**src/logic/tcc_defs.svh**
```systemverilog
// register offsets, field positions, reset values for the capture/compare channels
// Operation
// - edge selector 00 off, 01 rising, 10 falling, 11 either edge.
// - edge control bits 7-6 channel 4, 5-4 ch1, 3-2 ch2, 1-0 ch3.
// - reset clears every edge selector pair, all captures disabled.
// - capture 4 works only while function select is one, else compare 5.
// - capture channels independent; same-period edges latch the same count.
// - detected edge copies the full 16-bit count in one transfer.
// - capture latches on the phase opposite the counter increment.
// - reset leaves captures 1-3 unchanged; they are read-only byte pairs.
// - high-byte capture read blocks transfer one cycle; capture delayed, kept.
// - shared register is capture 4 when select is one, compare 5 otherwise.
// - reset loads all ones into the shared register.
// - five compare channels, each own value and comparator, checked once per count period.
// - match sets flag; interrupt requested when enable bit is set.
// - compare 2-5 mode/level pair selects the pin action on a match.
// - pin action applies on every match, flag cleared or not.
// - compare 1 match can drive any of five pins via mask and data.
// - reset loads all ones into the four compare value registers.
// - compare value registers fully readable and writable.
// - high-byte compare write blocks that channel's comparison one cycle.
// - mode/level 00 disconnect, 01 toggle, 10 drive low, 11 drive high.
// - compare 1 match: masked pins take compare 1 pin data bits.
// - flags clear by writing one; writing zero leaves them.
// - enable bit matches flag position; one enables that interrupt.
`ifndef TCC_DEFS_SVH
`define TCC_DEFS_SVH

//------------------------------------------------------------------------------
// byte offsets
//------------------------------------------------------------------------------
`define TCC_ADDR_W        16
`define TCC_OFF_CAP1      16'h1010
`define TCC_OFF_CAP2      16'h1012
`define TCC_OFF_CAP3      16'h1014
`define TCC_OFF_CMP1      16'h1016
`define TCC_OFF_CMP2      16'h1018
`define TCC_OFF_CMP3      16'h101a
`define TCC_OFF_CMP4      16'h101c
`define TCC_OFF_SHARED    16'h101e
`define TCC_OFF_PINMASK   16'h100c
`define TCC_OFF_PINDATA   16'h100d
`define TCC_OFF_COUNT     16'h100e
`define TCC_OFF_ACTION    16'h1020
`define TCC_OFF_EDGE      16'h1021
`define TCC_OFF_IRQEN     16'h1022
`define TCC_OFF_FLAG      16'h1023
`define TCC_OFF_FUNCSEL   16'h1026

//------------------------------------------------------------------------------
// fields and reset values
//------------------------------------------------------------------------------
`define TCC_FUNCSEL_BIT   2
`define TCC_PIN_LSB       3
`define TCC_CMP_RESET     16'hffff
`define TCC_EDGE_RESET    8'h00
`define TCC_PRESCALE      4

`endif

```
**src/logic/tcc_pkg.sv**
```systemverilog
// types for the capture/compare channels
package tcc_pkg;
    // edge selector encodings
    typedef enum logic [1:0] {
        EDGE_OFF     = 2'h0,
        EDGE_RISE    = 2'h1,
        EDGE_FALL    = 2'h2,
        EDGE_ANY     = 2'h3
    } edge_sel_t;

    // compare pin actions
    typedef enum logic [1:0] {
        ACT_NONE     = 2'h0,
        ACT_TOGGLE   = 2'h1,
        ACT_LOW      = 2'h2,
        ACT_HIGH     = 2'h3
    } pin_act_t;

    // register bus request
    typedef struct packed {
        logic [15:0] addr;
        logic [7:0]  wdata;
        logic        wr;
        logic        rd;
    } bus_req_t;

    // complete block state
    typedef struct packed {
        logic [15:0]      count;
        logic [1:0]       pre;
        logic [2:0][15:0] cap;
        logic [4:0][15:0] cmp;
        logic [4:0]       cmpBlock;
        logic [3:0]       capBlock;
        logic [3:0]       capPend;
        logic [3:0]       pinPrev;
        logic [7:0]       edgeCtl;
        logic [7:0]       action;
        logic [4:0]       pinMask;
        logic [4:0]       pinData;
        logic             funcSel;
        logic [7:0]       flag;
        logic [7:0]       irqEn;
        logic [4:0]       pins;
        logic [7:0]       rdata;
        logic             irq;
        logic [7:0]       wrHigh;
    } state_t;
endpackage : tcc_pkg

```
**src/logic/timer_capture_compare.sv**
```systemverilog
// capture and compare channels of a 16-bit free-running timer
`timescale 1ns/1ps
`include "tcc_defs.svh"

module timer_capture_compare (
    input  wire logic                 sys_clk,
    input  wire logic                 arst_n,
    input  wire tcc_pkg::bus_req_t    busReq,
    output logic [7:0]                rdData,
    input  wire logic [3:0]           capPins,
    output logic [4:0]                cmpPins,
    output logic                      irqReq
);
    tcc_pkg::state_t s_q;
    tcc_pkg::state_t s_d;

    // edge selector field for pins 0..3 (ch1, ch2, ch3, ch4)
    function automatic logic [1:0] edgeSel(input logic [7:0] ctl, input int ch);
        logic [1:0] r;
        r = 2'h0;
        case (ch)
            0: r = ctl[5:4];
            1: r = ctl[3:2];
            2: r = ctl[1:0];
            default: r = ctl[7:6];
        endcase
        return r;
    endfunction : edgeSel

    function automatic logic [15:0] regWord(input tcc_pkg::state_t st, input int idx);
        logic [15:0] r;
        r = 16'h0000;
        if (idx < 3) begin
            r = st.cap[idx];
        end else begin
            r = st.cmp[idx-3];
        end
        return r;
    endfunction : regWord

    //--------------------------------------------------------------------------
    // next-state logic
    //--------------------------------------------------------------------------
    always_comb begin
        logic       tick;
        logic       hit;
        logic [1:0] es;
        logic       rise;
        logic       fall;
        logic [4:0] ocMatch;
        logic [4:0] nextPins;
        logic [1:0] act;
        logic [15:0] word;
        int         idx;
        s_d = s_q;
        tick = 1'b0;
        ocMatch = 5'h00;
        nextPins = s_q.pins;
        idx = 0;
        word = 16'h0000;
        act = 2'h0;
        es = 2'h0;
        rise = 1'b0;
        fall = 1'b0;
        hit = 1'b0;

        // prescaled free-running counter; increments at the end of a count period
        s_d.pre = s_q.pre + 2'h1;
        if (s_q.pre == 2'(`TCC_PRESCALE - 1)) begin
            tick = 1'b1;
            s_d.count = s_q.count + 16'h0001;
        end

        // one-cycle inhibits expire unless renewed below
        s_d.capBlock = 4'h0;
        s_d.cmpBlock = 5'h00;
        s_d.pinPrev = capPins;

        // capture channels; latch the stable current count, counter updates after
        for (int c = 0; c < 4; c++) begin
            es = edgeSel(s_q.edgeCtl, c);
            rise = capPins[c] & ~s_q.pinPrev[c];
            fall = ~capPins[c] & s_q.pinPrev[c];
            hit = (es[0] & rise) | (es[1] & fall);
            if (c == 3 && !s_q.funcSel) begin
                hit = 1'b0;
            end
            // flag raised at detection, even when the transfer is deferred
            if (hit) begin
                s_d.flag[2-c+(c==3 ? 4 : 0)] = 1'b1;
            end
            if (hit || s_q.capPend[c]) begin
                if (s_q.capBlock[c]) begin
                    s_d.capPend[c] = 1'b1;
                end else begin
                    s_d.capPend[c] = 1'b0;
                    // whole count, same value for all channels this period
                    if (c < 3) begin
                        s_d.cap[c] = s_q.count;
                    end else begin
                        s_d.cmp[4] = s_q.count;
                    end
                end
                if (!hit) begin
                    s_d.capPend[c] = s_q.capBlock[c];
                end
            end
        end

        // comparators, once per count period, skipped after a high-byte write
        for (int k = 0; k < 5; k++) begin
            if (tick && s_q.cmp[k] == s_q.count && !s_q.cmpBlock[k]) begin
                if (k < 4 || !s_q.funcSel) begin
                    ocMatch[k] = 1'b1;
                    s_d.flag[7-k] = 1'b1;
                end
            end
        end

        // pin actions for channels 2-5, on every match
        for (int k = 1; k < 5; k++) begin
            act = s_q.action[7-2*(k-1) -: 2];
            if (ocMatch[k]) begin
                case (act)
                    tcc_pkg::ACT_TOGGLE: nextPins[k] = ~s_q.pins[k];
                    tcc_pkg::ACT_LOW:    nextPins[k] = 1'b0;
                    tcc_pkg::ACT_HIGH:   nextPins[k] = 1'b1;
                    default:             nextPins[k] = s_q.pins[k];
                endcase
            end
        end
        // channel 1 drives masked pins, overriding others; mask bit 7 is pin 0
        if (ocMatch[0]) begin
            for (int p = 0; p < 5; p++) begin
                if (s_q.pinMask[4-p]) begin
                    nextPins[p] = s_q.pinData[4-p];
                end
            end
        end
        s_d.pins = nextPins;

        // register reads: data one cycle later
        s_d.rdata = 8'h00;
        if (busReq.rd) begin
            if (busReq.addr >= `TCC_OFF_CAP1 && busReq.addr <= `TCC_OFF_SHARED + 16'h0001) begin
                idx = int'((busReq.addr - `TCC_OFF_CAP1) >> 1);
                word = regWord(s_q, idx);
                s_d.rdata = busReq.addr[0] ? word[7:0] : word[15:8];
                if (!busReq.addr[0] && idx < 3) begin
                    s_d.capBlock[idx] = 1'b1;
                end
                if (!busReq.addr[0] && idx == 7) begin
                    s_d.capBlock[3] = 1'b1;
                end
            end else if (busReq.addr == `TCC_OFF_PINMASK) begin
                s_d.rdata = {s_q.pinMask, 3'h0};
            end else if (busReq.addr == `TCC_OFF_PINDATA) begin
                s_d.rdata = {s_q.pinData, 3'h0};
            end else if (busReq.addr == `TCC_OFF_COUNT) begin
                s_d.rdata = s_q.count[15:8];
            end else if (busReq.addr == `TCC_OFF_COUNT + 16'h0001) begin
                s_d.rdata = s_q.count[7:0];
            end else if (busReq.addr == `TCC_OFF_ACTION) begin
                s_d.rdata = s_q.action;
            end else if (busReq.addr == `TCC_OFF_EDGE) begin
                s_d.rdata = s_q.edgeCtl;
            end else if (busReq.addr == `TCC_OFF_IRQEN) begin
                s_d.rdata = s_q.irqEn;
            end else if (busReq.addr == `TCC_OFF_FLAG) begin
                s_d.rdata = s_q.flag;
            end else if (busReq.addr == `TCC_OFF_FUNCSEL) begin
                s_d.rdata = {5'h00, s_q.funcSel, 2'h0};
            end
        end

        // register writes; flags set this cycle win over a clear
        if (busReq.wr) begin
            if (busReq.addr >= `TCC_OFF_CMP1 && busReq.addr <= `TCC_OFF_SHARED + 16'h0001) begin
                idx = int'((busReq.addr - `TCC_OFF_CMP1) >> 1);
                if (!(idx == 4 && s_q.funcSel)) begin
                    if (busReq.addr[0]) begin
                        s_d.cmp[idx][7:0] = busReq.wdata;
                    end else begin
                        s_d.cmp[idx][15:8] = busReq.wdata;
                        s_d.cmpBlock[idx] = 1'b1;
                    end
                end
            end else if (busReq.addr == `TCC_OFF_PINMASK) begin
                s_d.pinMask = busReq.wdata[7:3];
            end else if (busReq.addr == `TCC_OFF_PINDATA) begin
                s_d.pinData = busReq.wdata[7:3];
            end else if (busReq.addr == `TCC_OFF_ACTION) begin
                s_d.action = busReq.wdata;
            end else if (busReq.addr == `TCC_OFF_EDGE) begin
                s_d.edgeCtl = busReq.wdata;
            end else if (busReq.addr == `TCC_OFF_IRQEN) begin
                s_d.irqEn = busReq.wdata;
            end else if (busReq.addr == `TCC_OFF_FLAG) begin
                s_d.flag = s_d.flag & ~(busReq.wdata & ~(s_d.flag & ~s_q.flag));
            end else if (busReq.addr == `TCC_OFF_FUNCSEL) begin
                s_d.funcSel = busReq.wdata[`TCC_FUNCSEL_BIT];
            end
        end

        // interrupt request from enabled flags
        s_d.irq = |(s_d.flag & s_d.irqEn);
        s_d.wrHigh = 8'h00;
    end

    //--------------------------------------------------------------------------
    // state register; capture values 1-3 have no reset
    //--------------------------------------------------------------------------
    always_ff @(posedge sys_clk or negedge arst_n) begin
        if (!arst_n) begin
            s_q.count    <= 16'h0000;
            s_q.pre      <= 2'h0;
            s_q.cmp      <= {5{`TCC_CMP_RESET}};
            s_q.cmpBlock <= 5'h00;
            s_q.capBlock <= 4'h0;
            s_q.capPend  <= 4'h0;
            s_q.pinPrev  <= 4'h0;
            s_q.edgeCtl  <= `TCC_EDGE_RESET;
            s_q.action   <= 8'h00;
            s_q.pinMask  <= 5'h00;
            s_q.pinData  <= 5'h00;
            s_q.funcSel  <= 1'b0;
            s_q.flag     <= 8'h00;
            s_q.irqEn    <= 8'h00;
            s_q.pins     <= 5'h00;
            s_q.rdata    <= 8'h00;
            s_q.irq      <= 1'b0;
            s_q.wrHigh   <= 8'h00;
            // capture values deliberately left alone: they hold through reset
        end else begin
            s_q <= s_d;
        end
    end

    // outputs straight from flip-flops
    assign rdData  = s_q.rdata;
    assign cmpPins = s_q.pins;
    assign irqReq  = s_q.irq;
endmodule : timer_capture_compare

```
**config.mk**
```make
export PLATFORM = sky130hd
export DESIGN_NAME = timer_capture_compare
export DESIGN_NICKNAME = d
export VERILOG_FILES = /design/src/logic/tcc_pkg.sv /design/src/logic/timer_capture_compare.sv
export VERILOG_INCLUDE_DIRS = /design/src /design/src/logic
export SDC_FILE = /design/constraint.sdc
export NUM_CORES = 1
export LEC_CHECK = 0
export ABC_AREA = 0
export BUFFER_PORTS_ARGS = -buffer_cell sky130_fd_sc_hd__buf_2
export CORE_MARGIN = 2
export CORE_UTILIZATION = 50
export DETAILED_ROUTE_END_ITERATION = 10
export PLACE_DENSITY_LB_ADDON = 0.2
export SLEW_MARGIN = 20
export SYNTH_ARGS = -nofsm -noshare
export SYNTH_HDL_FRONTEND = slang
export SYNTH_SLANG_ARGS = --single-unit
```
**constraint.sdc**
```tcl
create_clock -name sys_clk -period 3 [get_ports sys_clk]
set_input_delay 0.45 -clock sys_clk [delete_from_list [all_inputs] [get_ports sys_clk]]
set_output_delay 0.45 -clock sys_clk [all_outputs]
set_load 0.01 [all_outputs]
```
==> results.ini, run 1 <==
[run_status]
outcome = completed

[power_and_ir_drop]
p_int_uw = 4850
finalPower_uw = 6340
p_sw_uw = 1490
power_frac_comb = 0.071
power.share.sequential = 0.482
p_clk_frac = 0.446
p_sw_frac = 0.235
peakVddDrop_v = 0.000471
leakage_uw = 0.00600
powerDensity_nw_per_um2 = 459

[logic_synthesis]
async_flop_share = 0.782
netlist_area_um2 = 11900
synth_nets = 1079
synth_warnings = 0
netlist.area_leader.share = 0.193
synthDistinctLibCells = 66
synth_edf_count = 48
synth_area_leaders = dfrtp_1, dfstp_2, edfxtp_1
postSynthRegisterBits = 220
ys_seq_area_frac = 0.490
synth_flop_cell = dfrtp_1
synth_top_area_cell = dfrtp_1
avgSynthCellArea_um2 = 11.5
synthesis.instances = 1036

[sta]
hold_viol_final = 0
skew_ns = 0.00858
fin_hold_ws_ns = 0.0620
slew_violations = 0
rsz0062_at_grt = false
final.setup.worst_slack_ns = 0.406
relSlewSlack = 0.470
setup_viol = 0
worstMarginPinSlew_ns = 0.796
timing.final.crit_share = 0.865
clock.fmax_mhz = 386
fin_crit_ns = 2.59

[global_routing]
grt-ovfl-total = 0
first_global_vias = 8637
grt_pass1_wl_mm = 52.7
grt_max_degree = 72
antenna_found_initial = 3
track_usage = 0.284

[cells_and_area]
drive_above_1_share = 0.279
area.growth.synth_to_final_pct = 15.8
final_cell_mix = dfrtp_1, mux2_1, dfstp_2, buf_4, nand2_1
num-nets-final = 1166
final_common_cell = dfrtp_1

[floorplan]
rows = 56
ios = 46
die_x_um = 158
die_h_um = 158
coreArea_um2 = 23500
die_area_um2 = 25100
initial_core_util = 0.508

[worst_setup_path]
max_stage_delay_ns = 0.55
slowest_stage = or4_4
critPathArrivalTime_ns = 3.03
path_cells = buf_2 -> or4_4 -> nor2_1 -> or4b_1 -> a221oi_1 -> buf_4 -> and3_1 -> buf_12 -> mux2_1
startpoint_type = input port
critPathMaxFanout = 8
cp-end-kind = flop
worstSetupPathType = input port to flop
worstPathRequired_ns = 3.44

[hold_path]
hold_path_class = input port to flop

[routing]
drtIter0Drc = 744
num_vias = 8735
dr_wl_met2_mm = 15.3
drt_drc_violations_left = 0
top_layer_used = met4
ant_nets = 0
vias_per_cell = 5.97
wl_met1_mm = 15.4
first_pass_iters = 7
wl_mm = 34.7
detail_route.wl_per_cell_um = 23.7
wl_met3_mm = 2.87

[cts]
cts_sinks = 220
cts_tree = yes
holdBufCountCts = 1
post_cts_buffers = 0
cts_root_buf = clkbuf_16
numCtsBuffers = 24
worstSkewPairLatency_ns = 0.52
htreeDepth = 1
max-clock-path-buffers = 3
path_clk_slew_ns = 0.06
ctsResizeCount = 0

[job]
drv_cap = 0

[place]
port_buffers = 45
pre_cts_slack_ns = -0.0981
gp_routability_congestion = 0.967
dp_hpwl_mm = 25.0

==> power by group through the flow <==
stage,clock network [uW],registers (uW),logic [uW]
global placement,0,3110,441
CTS,2880,3060,445
finish,2830,3060,452
floorplan,0,3110,207
detailed placement,0,3110,443
global route,3010,3060,486
==> cell type report <==
type | instances | area (um2)
Fill cell | 1930 | 9650
Clock inverter | 7 | 31.3
Tap cell | 319 | 399
Multi-Input combinational cell | 729 | 5720
Sequential cell | 220 | 5850
Inverter | 11 | 41.3
Clock buffer | 37 | 721
Timing Repair Buffer | 137 | 1060
Antenna cell | 2 | 5.00
==> synthesized netlist by cell type (12+ instances only) <==
master	n
clkbuf_1	50
edfxtp_1	48
mux2_1	89
nand4_1	19
nand3_1	27
a31oi_1	12
nor2_1	48
dfstp_2	80
o21ai_0	31
a21oi_1	56
mux2i_1	50
dfrtp_1	92
xor2_1	32
mux2_2	34
xnor2_1	67
nor2b_1	12
nand2_1	73
mux4_2	12
buf_4	15
==> stage by stage <==
| stage | setup TNS, ns | util | cells | area [um2] |
|---|---|---|---|---|
| floorplan | 0 | - | 1036 | 11900 |
| global placement | -1.53 | 0.556 | 1415 | 13100 |
| detailed placement | -2.19 | 0.556 | 1415 | 13100 |
| CTS | 0 | 0.589 | 1460 | 13800 |
| global route | 0 | 0.589 | 1460 | 13800 |
| finish | 0 | 0.589 | 1462 | 13800 |
==> worst max-delay path: cells and delay by family <==
family                 cells  cell delay [ns]
and+or+nand+nor            4             1.44
buffers and inverters      3             0.44
AOI/OAI and AO/OA          1             0.37
muxes                      1             0.33
==> worst paths after layout <==
kind / start / end / slack, ns / cells after the start
min in group asynchronous: arst_n / cmpPins[4] / 0.44 / 2
setup reg to reg: s_q[224] / cmpPins[1] / 0.54 / 7
max in group asynchronous: arst_n / s_q[78] / 1.41 / 3
hold reg to reg: s_q[210] / s_q[210] / 0.42 / 1
hold / removal: capPins[1] / s_q[66] / 0.06 / 1
setup / recovery: busReq[21] / flop / 0.41 / 9
==> kinds of logic (layout without fill, tap and decap cells) <==
kind of cell             Yosys count  in the layout  synth area share
buffers and inverters             87            192            0.0327
AO/OA/AOI/OAI                    166            166            0.0892
AND/OR/NAND/NOR                  268            268             0.123
XOR/XNOR                          99             99            0.0727
other                              0              2                 0
multiplexers                     185            185             0.181
flip-flops                       220            220             0.490
adder cells (fa/ha/maj)           11             11            0.0115
==> metal layers <==
layer,GRT usage,vias up
met2,0.418,341
met1,0.412,4368
met5,0,-
li1,-,3953
met3,0.0651,73
met4,0.101,0
No activity file was read; power rests on OpenSTA's default activity.
==> run 2, diff against run 1 <==
ABC_AREA = 1   (was 0)
==> run 2 against run 1 <==
Net effect: area after synthesis up 15%; non-clock buffer count down 40; cell count up 57%; clock skew up 0.026 ns; sequential share of layout area down 4.1 points; setup slack better by 0.13 ns; sequential power about the same; largest cell class is now multi-input gates; global-route usage up 4.3 points; clock-buffer cell count up 4; register-to-register slack about the same.
==> results.ini, run 2 <==
[logic_synthesis]
synth_warnings = 0  ; unchanged
synthesis.instances = 1884  ; was 1036
synth_top_area_cell = nand2_1  ; was dfrtp_1
synth_nets = 1927  ; was 1079
synthDistinctLibCells = 48  ; was 66
synth_edf_count = 48  ; unchanged
async_flop_share = 0.782  ; unchanged
postSynthRegisterBits = 220  ; unchanged
avgSynthCellArea_um2 = 7.27  ; was 11.5 um2
ys_top_cells_by_count = nand2_1, inv_1, nor2_1  ; was dfrtp_1, mux2_1, dfstp_2
synth_area_leaders = nand2_1, dfrtp_1, dfstp_2  ; was dfrtp_1, dfstp_2, edfxtp_1
netlist.area_leader.share = 0.178  ; was 0.193
ys_seq_area_frac = 0.427  ; was 0.490
netlist_area_um2 = 13700  ; was 11900 um2
yosysMostFrequentCell = nand2_1  ; was dfrtp_1
synth_flop_cell = dfrtp_1  ; unchanged

[global_routing]
grt_max_degree = 138  ; was 72
antenna_found_initial = 0  ; was 3
grt-ovfl-total = 0  ; unchanged
track_usage = 0.327  ; was 0.284
grt_pass1_wl_mm = 71.8  ; was 52.7 mm
first_global_vias = 12500  ; was 8637

[floorplan]
rows = 60  ; was 56
die_h_um = 170  ; was 158 um
die_area_um2 = 28700  ; was 25100 um2
ios = 46  ; unchanged
die_x_um = 170  ; was 158 um
initial_core_util = 0.508  ; about the same
coreArea_um2 = 27000  ; was 23500 um2

[power_and_ir_drop]
peakVddDrop_v = 0.000437  ; was 0.000471 V
powerDensity_nw_per_um2 = 455  ; was 459 nW/um2
leakage_uw = 0.00750  ; was 0.00600 uW

[routing]
vias_per_cell = 5.63  ; was 5.97
wl_mm = 46.4  ; was 34.7 mm
ant_nets = 0  ; unchanged
first_pass_iters = 6  ; was 7
num_vias = 12900  ; was 8735
drtIter0Drc = 1575  ; was 744
detail_route.wl_per_cell_um = 20.2  ; was 23.7 um
drt_drc_violations_left = 0  ; unchanged

[sta]
slew_violations = 0  ; unchanged
setup_tns_ns = 0  ; unchanged
fin_crit_ns = 2.46  ; was 2.59 ns
clock.fmax_mhz = 406  ; was 386 MHz
skew_ns = 0.0348  ; was 0.00858 ns
timing.final.crit_share = 0.821  ; was 0.865
relSlewSlack = 0.363  ; was 0.470
setup_viol = 0  ; unchanged
worstMarginPinSlew_ns = 0.954  ; was 0.796 ns
hold_viol_final = 0  ; unchanged
fin_hold_ws_ns = 0.0465  ; was 0.0620 ns
final.setup.worst_slack_ns = 0.538  ; was 0.406 ns
rsz0062_at_grt = false  ; unchanged

[run_status]
outcome = completed  ; unchanged

[worst_setup_path]
cp-end-kind = flop  ; unchanged
critPathMaxFanout = 13  ; was 8
worstPathRequired_ns = 3.48  ; was 3.44 ns
crit_top_cell = nand2_1
startpoint_type = input port  ; unchanged
critPathArrivalTime_ns = 2.94  ; was 3.03 ns
path_cells = buf_2 -> ha_1 -> inv_1 -> nand2_1 -> nand2_1 -> nand2_1 -> o21ai_0 -> nand2_1 -> nand2_1 -> inv_1 -> nand2_2 -> nor2_8 -> nand3_1 -> nor2_1 -> nand2_2 -> nand2_1 -> nand2_1  ; was buf_2 -> or4_4 -> nor2_1 -> or4b_1 -> a221oi_1 -> buf_4 -> and3_1 -> buf_12 -> mux2_1
worstSetupPathType = input port to flop  ; unchanged
max_stage_delay_ns = 0.32  ; was 0.55 ns
slowest_stage = nor2_1  ; was or4_4

[cts]
max-clock-path-buffers = 3  ; unchanged
holdBufCountCts = 1  ; unchanged
cts_root_buf = clkbuf_16  ; unchanged
post_cts_buffers = 0  ; unchanged
cts_tree = yes  ; unchanged
numCtsBuffers = 26  ; was 24
htreeDepth = 1  ; unchanged
path_clk_slew_ns = 0.06  ; about the same
worstSkewPairLatency_ns = 0.55  ; was 0.52 ns
ctsResizeCount = 0  ; unchanged
cts_sinks = 220  ; unchanged

[cells_and_area]
final_common_cell = nand2_1  ; was dfrtp_1
drive_above_1_share = 0.154  ; was 0.279
diodes = 0  ; was 2
num-nets-final = 1978  ; was 1166
area.growth.synth_to_final_pct = 11.7  ; was 15.8%
final_cell_mix = nand2_1, inv_1, nor2_1  ; was dfrtp_1, mux2_1, dfstp_2, buf_4, nand2_1
design_area_um2 = 15300  ; was 13800 um2

[hold_path]
hold_path_class = input port to flop  ; unchanged

[place]
dp_hpwl_mm = 34.1  ; was 25.0 mm
pre_cts_slack_ns = 0.0747  ; was -0.0981 ns
placedInstanceArea_um2 = 14400  ; was 13100 um2
gp_routability_congestion = 0.978  ; was 0.967
port_buffers = 45  ; unchanged

[job]
drv_cap = 0  ; unchanged

==> run 2: cell types whose count changed in the layout (fill, tap and decap cells not counted), moves of 31 or more <==
cell     delta
xnor2_1    -48
mux2_1     -89
nor2_1    +115
nand3_1    +77
mux2_2     -34
nand2_1   +578
buf_4      -31
o21ai_0    +96
inv_1     +179
mux2i_1    -49
==> run 2: worst paths after layout <==
path | from | end | slack [ns] | cells past startpoint
setup / recovery | busReq[12] | flop | 0.54 | 17
hold / removal | capPins[0] | s_q[65] | 0.05 | 1
setup reg to reg | s_q[215] | cmpPins[3] | 0.55 | 10
hold reg to reg | s_q[210] | s_q[210] | 0.42 | 1
max in group asynchronous | arst_n | rdData[1] | 1.54 | 3
min in group asynchronous | arst_n | s_q[212] | 0.34 | 2
==> run 2: cells by family (layout without fill, tap and decap cells) <==
| group | Yosys count | after routing | synth area share |
|---|---|---|---|
| AO/OA/AOI/OAI | 235 | 235 | 0.0927 |
| XOR/XNOR | 55 | 55 | 0.0352 |
| adder cells (fa/ha/maj) | 11 | 11 | 0.0100 |
| buffers and inverters | 287 | 358 | 0.0861 |
| flip-flops | 220 | 220 | 0.427 |
| multiplexers | 1 | 1 | 0.000731 |
| AND/OR/NAND/NOR | 1075 | 1075 | 0.349 |
==> run 2: metal layers <==
layer / global-route usage / share of wire / vias to the layer above
met4: 0.159 / 0.057 / 0
met1: 0.456 / 0.43 / 6103
met2: 0.507 / 0.44 / 569
met3: 0.0410 / 0.073 / 135
met5: 0 / 0 / -
li1: - / - / 6125
==> run 2: worst max-delay path, delay by kind of cell <==
kind / cells / cell delay [ns]
AO/OA/AOI/OAI: 1 / 0.09
buffers and inverters: 3 / 0.40
adder cells (fa/ha/maj): 1 / 0.26
AND/OR/NAND/NOR: 12 / 1.71
==> run 2: layout make-up <==
class                   count  area (um2)
well taps                 341         427
fillers                  2569       11700
clock inverters             7         113
clock buffers              41         788
multi-input cells        1377        6680
flip-flops and latches    220        5850
inverters                 213         800
repair buffers             97         649
==> run 2: stage by stage <==
step,power (uW),utilization,std cells
after floorplan,3440,-,1884
after global placement,3690,0.534,2247
after detailed placement,3690,0.534,2247
after CTS,7000,0.568,2296
after global routing,7180,0.568,2296
final,6970,0.568,2296
==> run 2: power by group <==
group,switching (uW),internal [uW]
combinational,428,148
sequential,9.87,3070
clock,1260,2050
==> run 3, diff against run 2 <==
ABC_AREA = 0   (was 1)
clock period = 2.07 ns   (was 3 ns; I/O delays follow)
==> run 3 against run 2 <==
Net effect: the run now ends with setup timing left; combinational power grew 46%; critical path depth decreased by 8; sequential share of layout area shrank 1.2 points; clock power is 38% higher; sequential cell count is the same; cell count is 31% lower; sequential power up 44%; global-route usage is 1.7 points lower; non-clock buffer count increased by 159; setup slack worse by 0.73 ns; first-iteration DRC count is 52% lower; via count is 27% lower; critical path type is now flop to flop; largest power group unchanged; highest routed layer unchanged.
==> results.ini, run 3 (synthesis results as in run 1) <==
[run_status]
outcome = finished with violations  ; was completed
violations = setup timing

[sta]
worstMarginPinSlew_ns = 0.558  ; was 0.954 ns
relSlewSlack = 0.628  ; was 0.363
setup_viol = 61  ; was 0
skew_ns = 0.0254  ; was 0.0348 ns
fin_crit_ns = 2.26
rsz0062_at_grt = true  ; was false
final.setup.worst_slack_ns = -0.189  ; was 0.538 ns
clock.fmax_mhz = 443
fin_hold_ws_ns = 0.110  ; was 0.0465 ns
timing.final.crit_share = 1.09
hold_viol_final = 0  ; unchanged
slew_violations = 0  ; unchanged

[cells_and_area]
final_common_cell = buf_4  ; was nand2_1
diodes = 0  ; unchanged
area.growth.synth_to_final_pct = 32.6  ; was 11.7%
num-nets-final = 1286  ; was 1978
drive_above_1_share = 0.460  ; was 0.154
fill_cells = 1723  ; was 2569
final_cell_mix = buf_4, mux2_4, dfrtp_1  ; was nand2_1, inv_1, nor2_1
design_area_um2 = 15800  ; was 15300 um2

[floorplan]
ios = 46  ; unchanged
coreArea_um2 = 23500  ; was 27000 um2
die_x_um = 158  ; was 170 um
die_area_um2 = 25100  ; was 28700 um2
initial_core_util = 0.508  ; about the same
rows = 56  ; was 60
die_h_um = 158  ; was 170 um

[hold_path]
hold_depth = 2  ; was 1
hold_path_startpoint = busReq[9]  ; was capPins[0]
hold_end = s_q[64]  ; was s_q[65]
hold_path_class = input port to flop  ; unchanged

[cts]
cts_root_buf = clkbuf_16  ; unchanged
cts_sinks = 220  ; unchanged
worstSkewPairLatency_ns = 0.54  ; was 0.55 ns
path_clk_slew_ns = 0.06  ; about the same
htreeDepth = 1  ; unchanged
cts_tree = yes  ; unchanged
numCtsBuffers = 25  ; was 26
max-clock-path-buffers = 3  ; unchanged

[worst_setup_path]
worstSetupPathType = flop to flop  ; was input port to flop
startpoint_type = flop  ; was input port
r2r-start = s_q[225]  ; was s_q[215]
worstReg2RegEnd = cmpPins[2]  ; was cmpPins[3]
path_buf_inv = 2  ; was 3
slowest_stage = dfrtp_2  ; was nor2_1
r2r_cells = 9  ; was 10
critPathArrivalTime_ns = 2.66  ; was 2.94 ns
max_stage_delay_ns = 0.46  ; was 0.32 ns
path_cells = buf_6 -> xor2_2 -> nor4_1 -> nand4b_1 -> nor4_4 -> buf_4 -> mux2_4 -> o211ai_1 -> nand2_1  ; was buf_2 -> ha_1 -> inv_1 -> nand2_1 -> nand2_1 -> nand2_1 -> o21ai_0 -> nand2_1 -> nand2_1 -> inv_1 -> nand2_2 -> nor2_8 -> nand3_1 -> nor2_1 -> nand2_2 -> nand2_1 -> nand2_1
critPathMaxFanout = 3  ; was 13
path_delay_family = simple AND/OR/NAND/NOR gates  ; unchanged
cp_num_cells = 9  ; was 17
r2r_setup_slack_ns = -0.19  ; was 0.55 ns
worstPathRequired_ns = 2.47  ; was 3.48 ns
cp-end-kind = flop  ; unchanged

[power_and_ir_drop]
powerDensity_nw_per_um2 = 621  ; was 455 nW/um2
peakVddDrop_v = 0.000687  ; was 0.000437 V
leakage_uw = 0.00678  ; was 0.00750 uW

[global_routing]
grt_max_degree = 97  ; was 138
met1_usage = 0.444  ; was 0.456
grt-ovfl-total = 0  ; unchanged
first_global_vias = 9492  ; was 12500
antenna_found_initial = 1  ; was 0
grt_use_met2 = 0.486  ; was 0.507
top_usage_layer = met2  ; unchanged
met3_usage = 0.0523  ; was 0.0410
grt_pass1_wl_mm = 57.4  ; was 71.8 mm
track_usage = 0.310  ; was 0.327

[routing]
vias_per_cell = 5.96  ; was 5.63
drtIter0Drc = 752  ; was 1575
ant_nets = 0  ; unchanged
detail_route.wl_per_cell_um = 24.3  ; was 20.2 um
num_vias = 9415  ; was 12900
wl_mm = 38.4  ; was 46.4 mm
first_pass_iters = 4  ; was 6
drt_drc_violations_left = 0  ; unchanged

[job]
drv_cap = 0  ; unchanged

[place]
placedInstanceArea_um2 = 14100  ; was 14400 um2
dp_hpwl_mm = 27.3  ; was 34.1 mm
port_buffers = 45  ; unchanged
gp_routability_congestion = 0.906  ; was 0.978

==> run 3: worst max path at each step <==
stage / end / from
after floorplan: rdData[5] / busReq[14]
after global placement: irqReq / busReq[14]
after detailed placement: rdData[3] / busReq[15]
after CTS: rdData[5] / busReq[15]
after global routing: cmpPins[3] / flop
final: cmpPins[2] / s_q[225]
==> run 3: timing repair <==
action                     in CTS  in global routing
pin swaps                      33                 29
hold endpoints to repair       38                  0
setup endpoints to repair      90                105
setup buffers                  17                  8
cloned                          1                  1
resized for setup              73                 80
hold buffers                    5                  0
==> run 3: stage by stage <==
step / instances / power (uW) / setup WS (ns) / utilization / TNS (ns)
CTS: 1574 / 9840 / -0.199 / 0.658 / -4.60
global placement: 1505 / 5250 / -0.828 / 0.601 / -77.50
detailed placement: 1505 / 5260 / -0.846 / 0.601 / -81.06
floorplan: 1036 / 4840 / -0.591 / - / -34.53
global route: 1581 / 10100 / -0.249 / 0.674 / -9.16
finish: 1581 / 9830 / -0.189 / 0.674 / -5.37
==> run 3: area by class of cell <==
type	count	area [um2]	share of cell area
Sequential cell	220	5850	0.370
Timing Repair Buffer	256	2220	0.140
Clock buffer	33	666	0.0421
Clock inverter	13	165	0.0104
Multi-Input combinational cell	729	6470	0.409
Tap cell	319	399	0.0252
Inverter	11	48.8	0.00308
==> run 3: per-layer routing <==
metal	wire, um	vias to the layer above
li1	-	4183
met1	16900	4778
met3	2910	74
met4	1030	0
met5	0	-
met2	17600	380
==> run 3: worst reg2reg max path, cell delays in order, from the launching register on <==
cell	delay, ns
dfrtp_2	0.46
buf_6	0.15
xor2_2	0.14
nor4_1	0.26
nand4b_1	0.21
nor4_4	0.26
buf_4	0.19
mux2_4	0.30
o211ai_1	0.09
nand2_1	0.07
==> run 3: where the power goes <==
group	total, uW	internal (uW)	switching, uW	leakage, uW
logic	839	328	510	0.00381
registers	4430	4430	2.61	0.00257
clock network	4560	2750	1800	0.000400
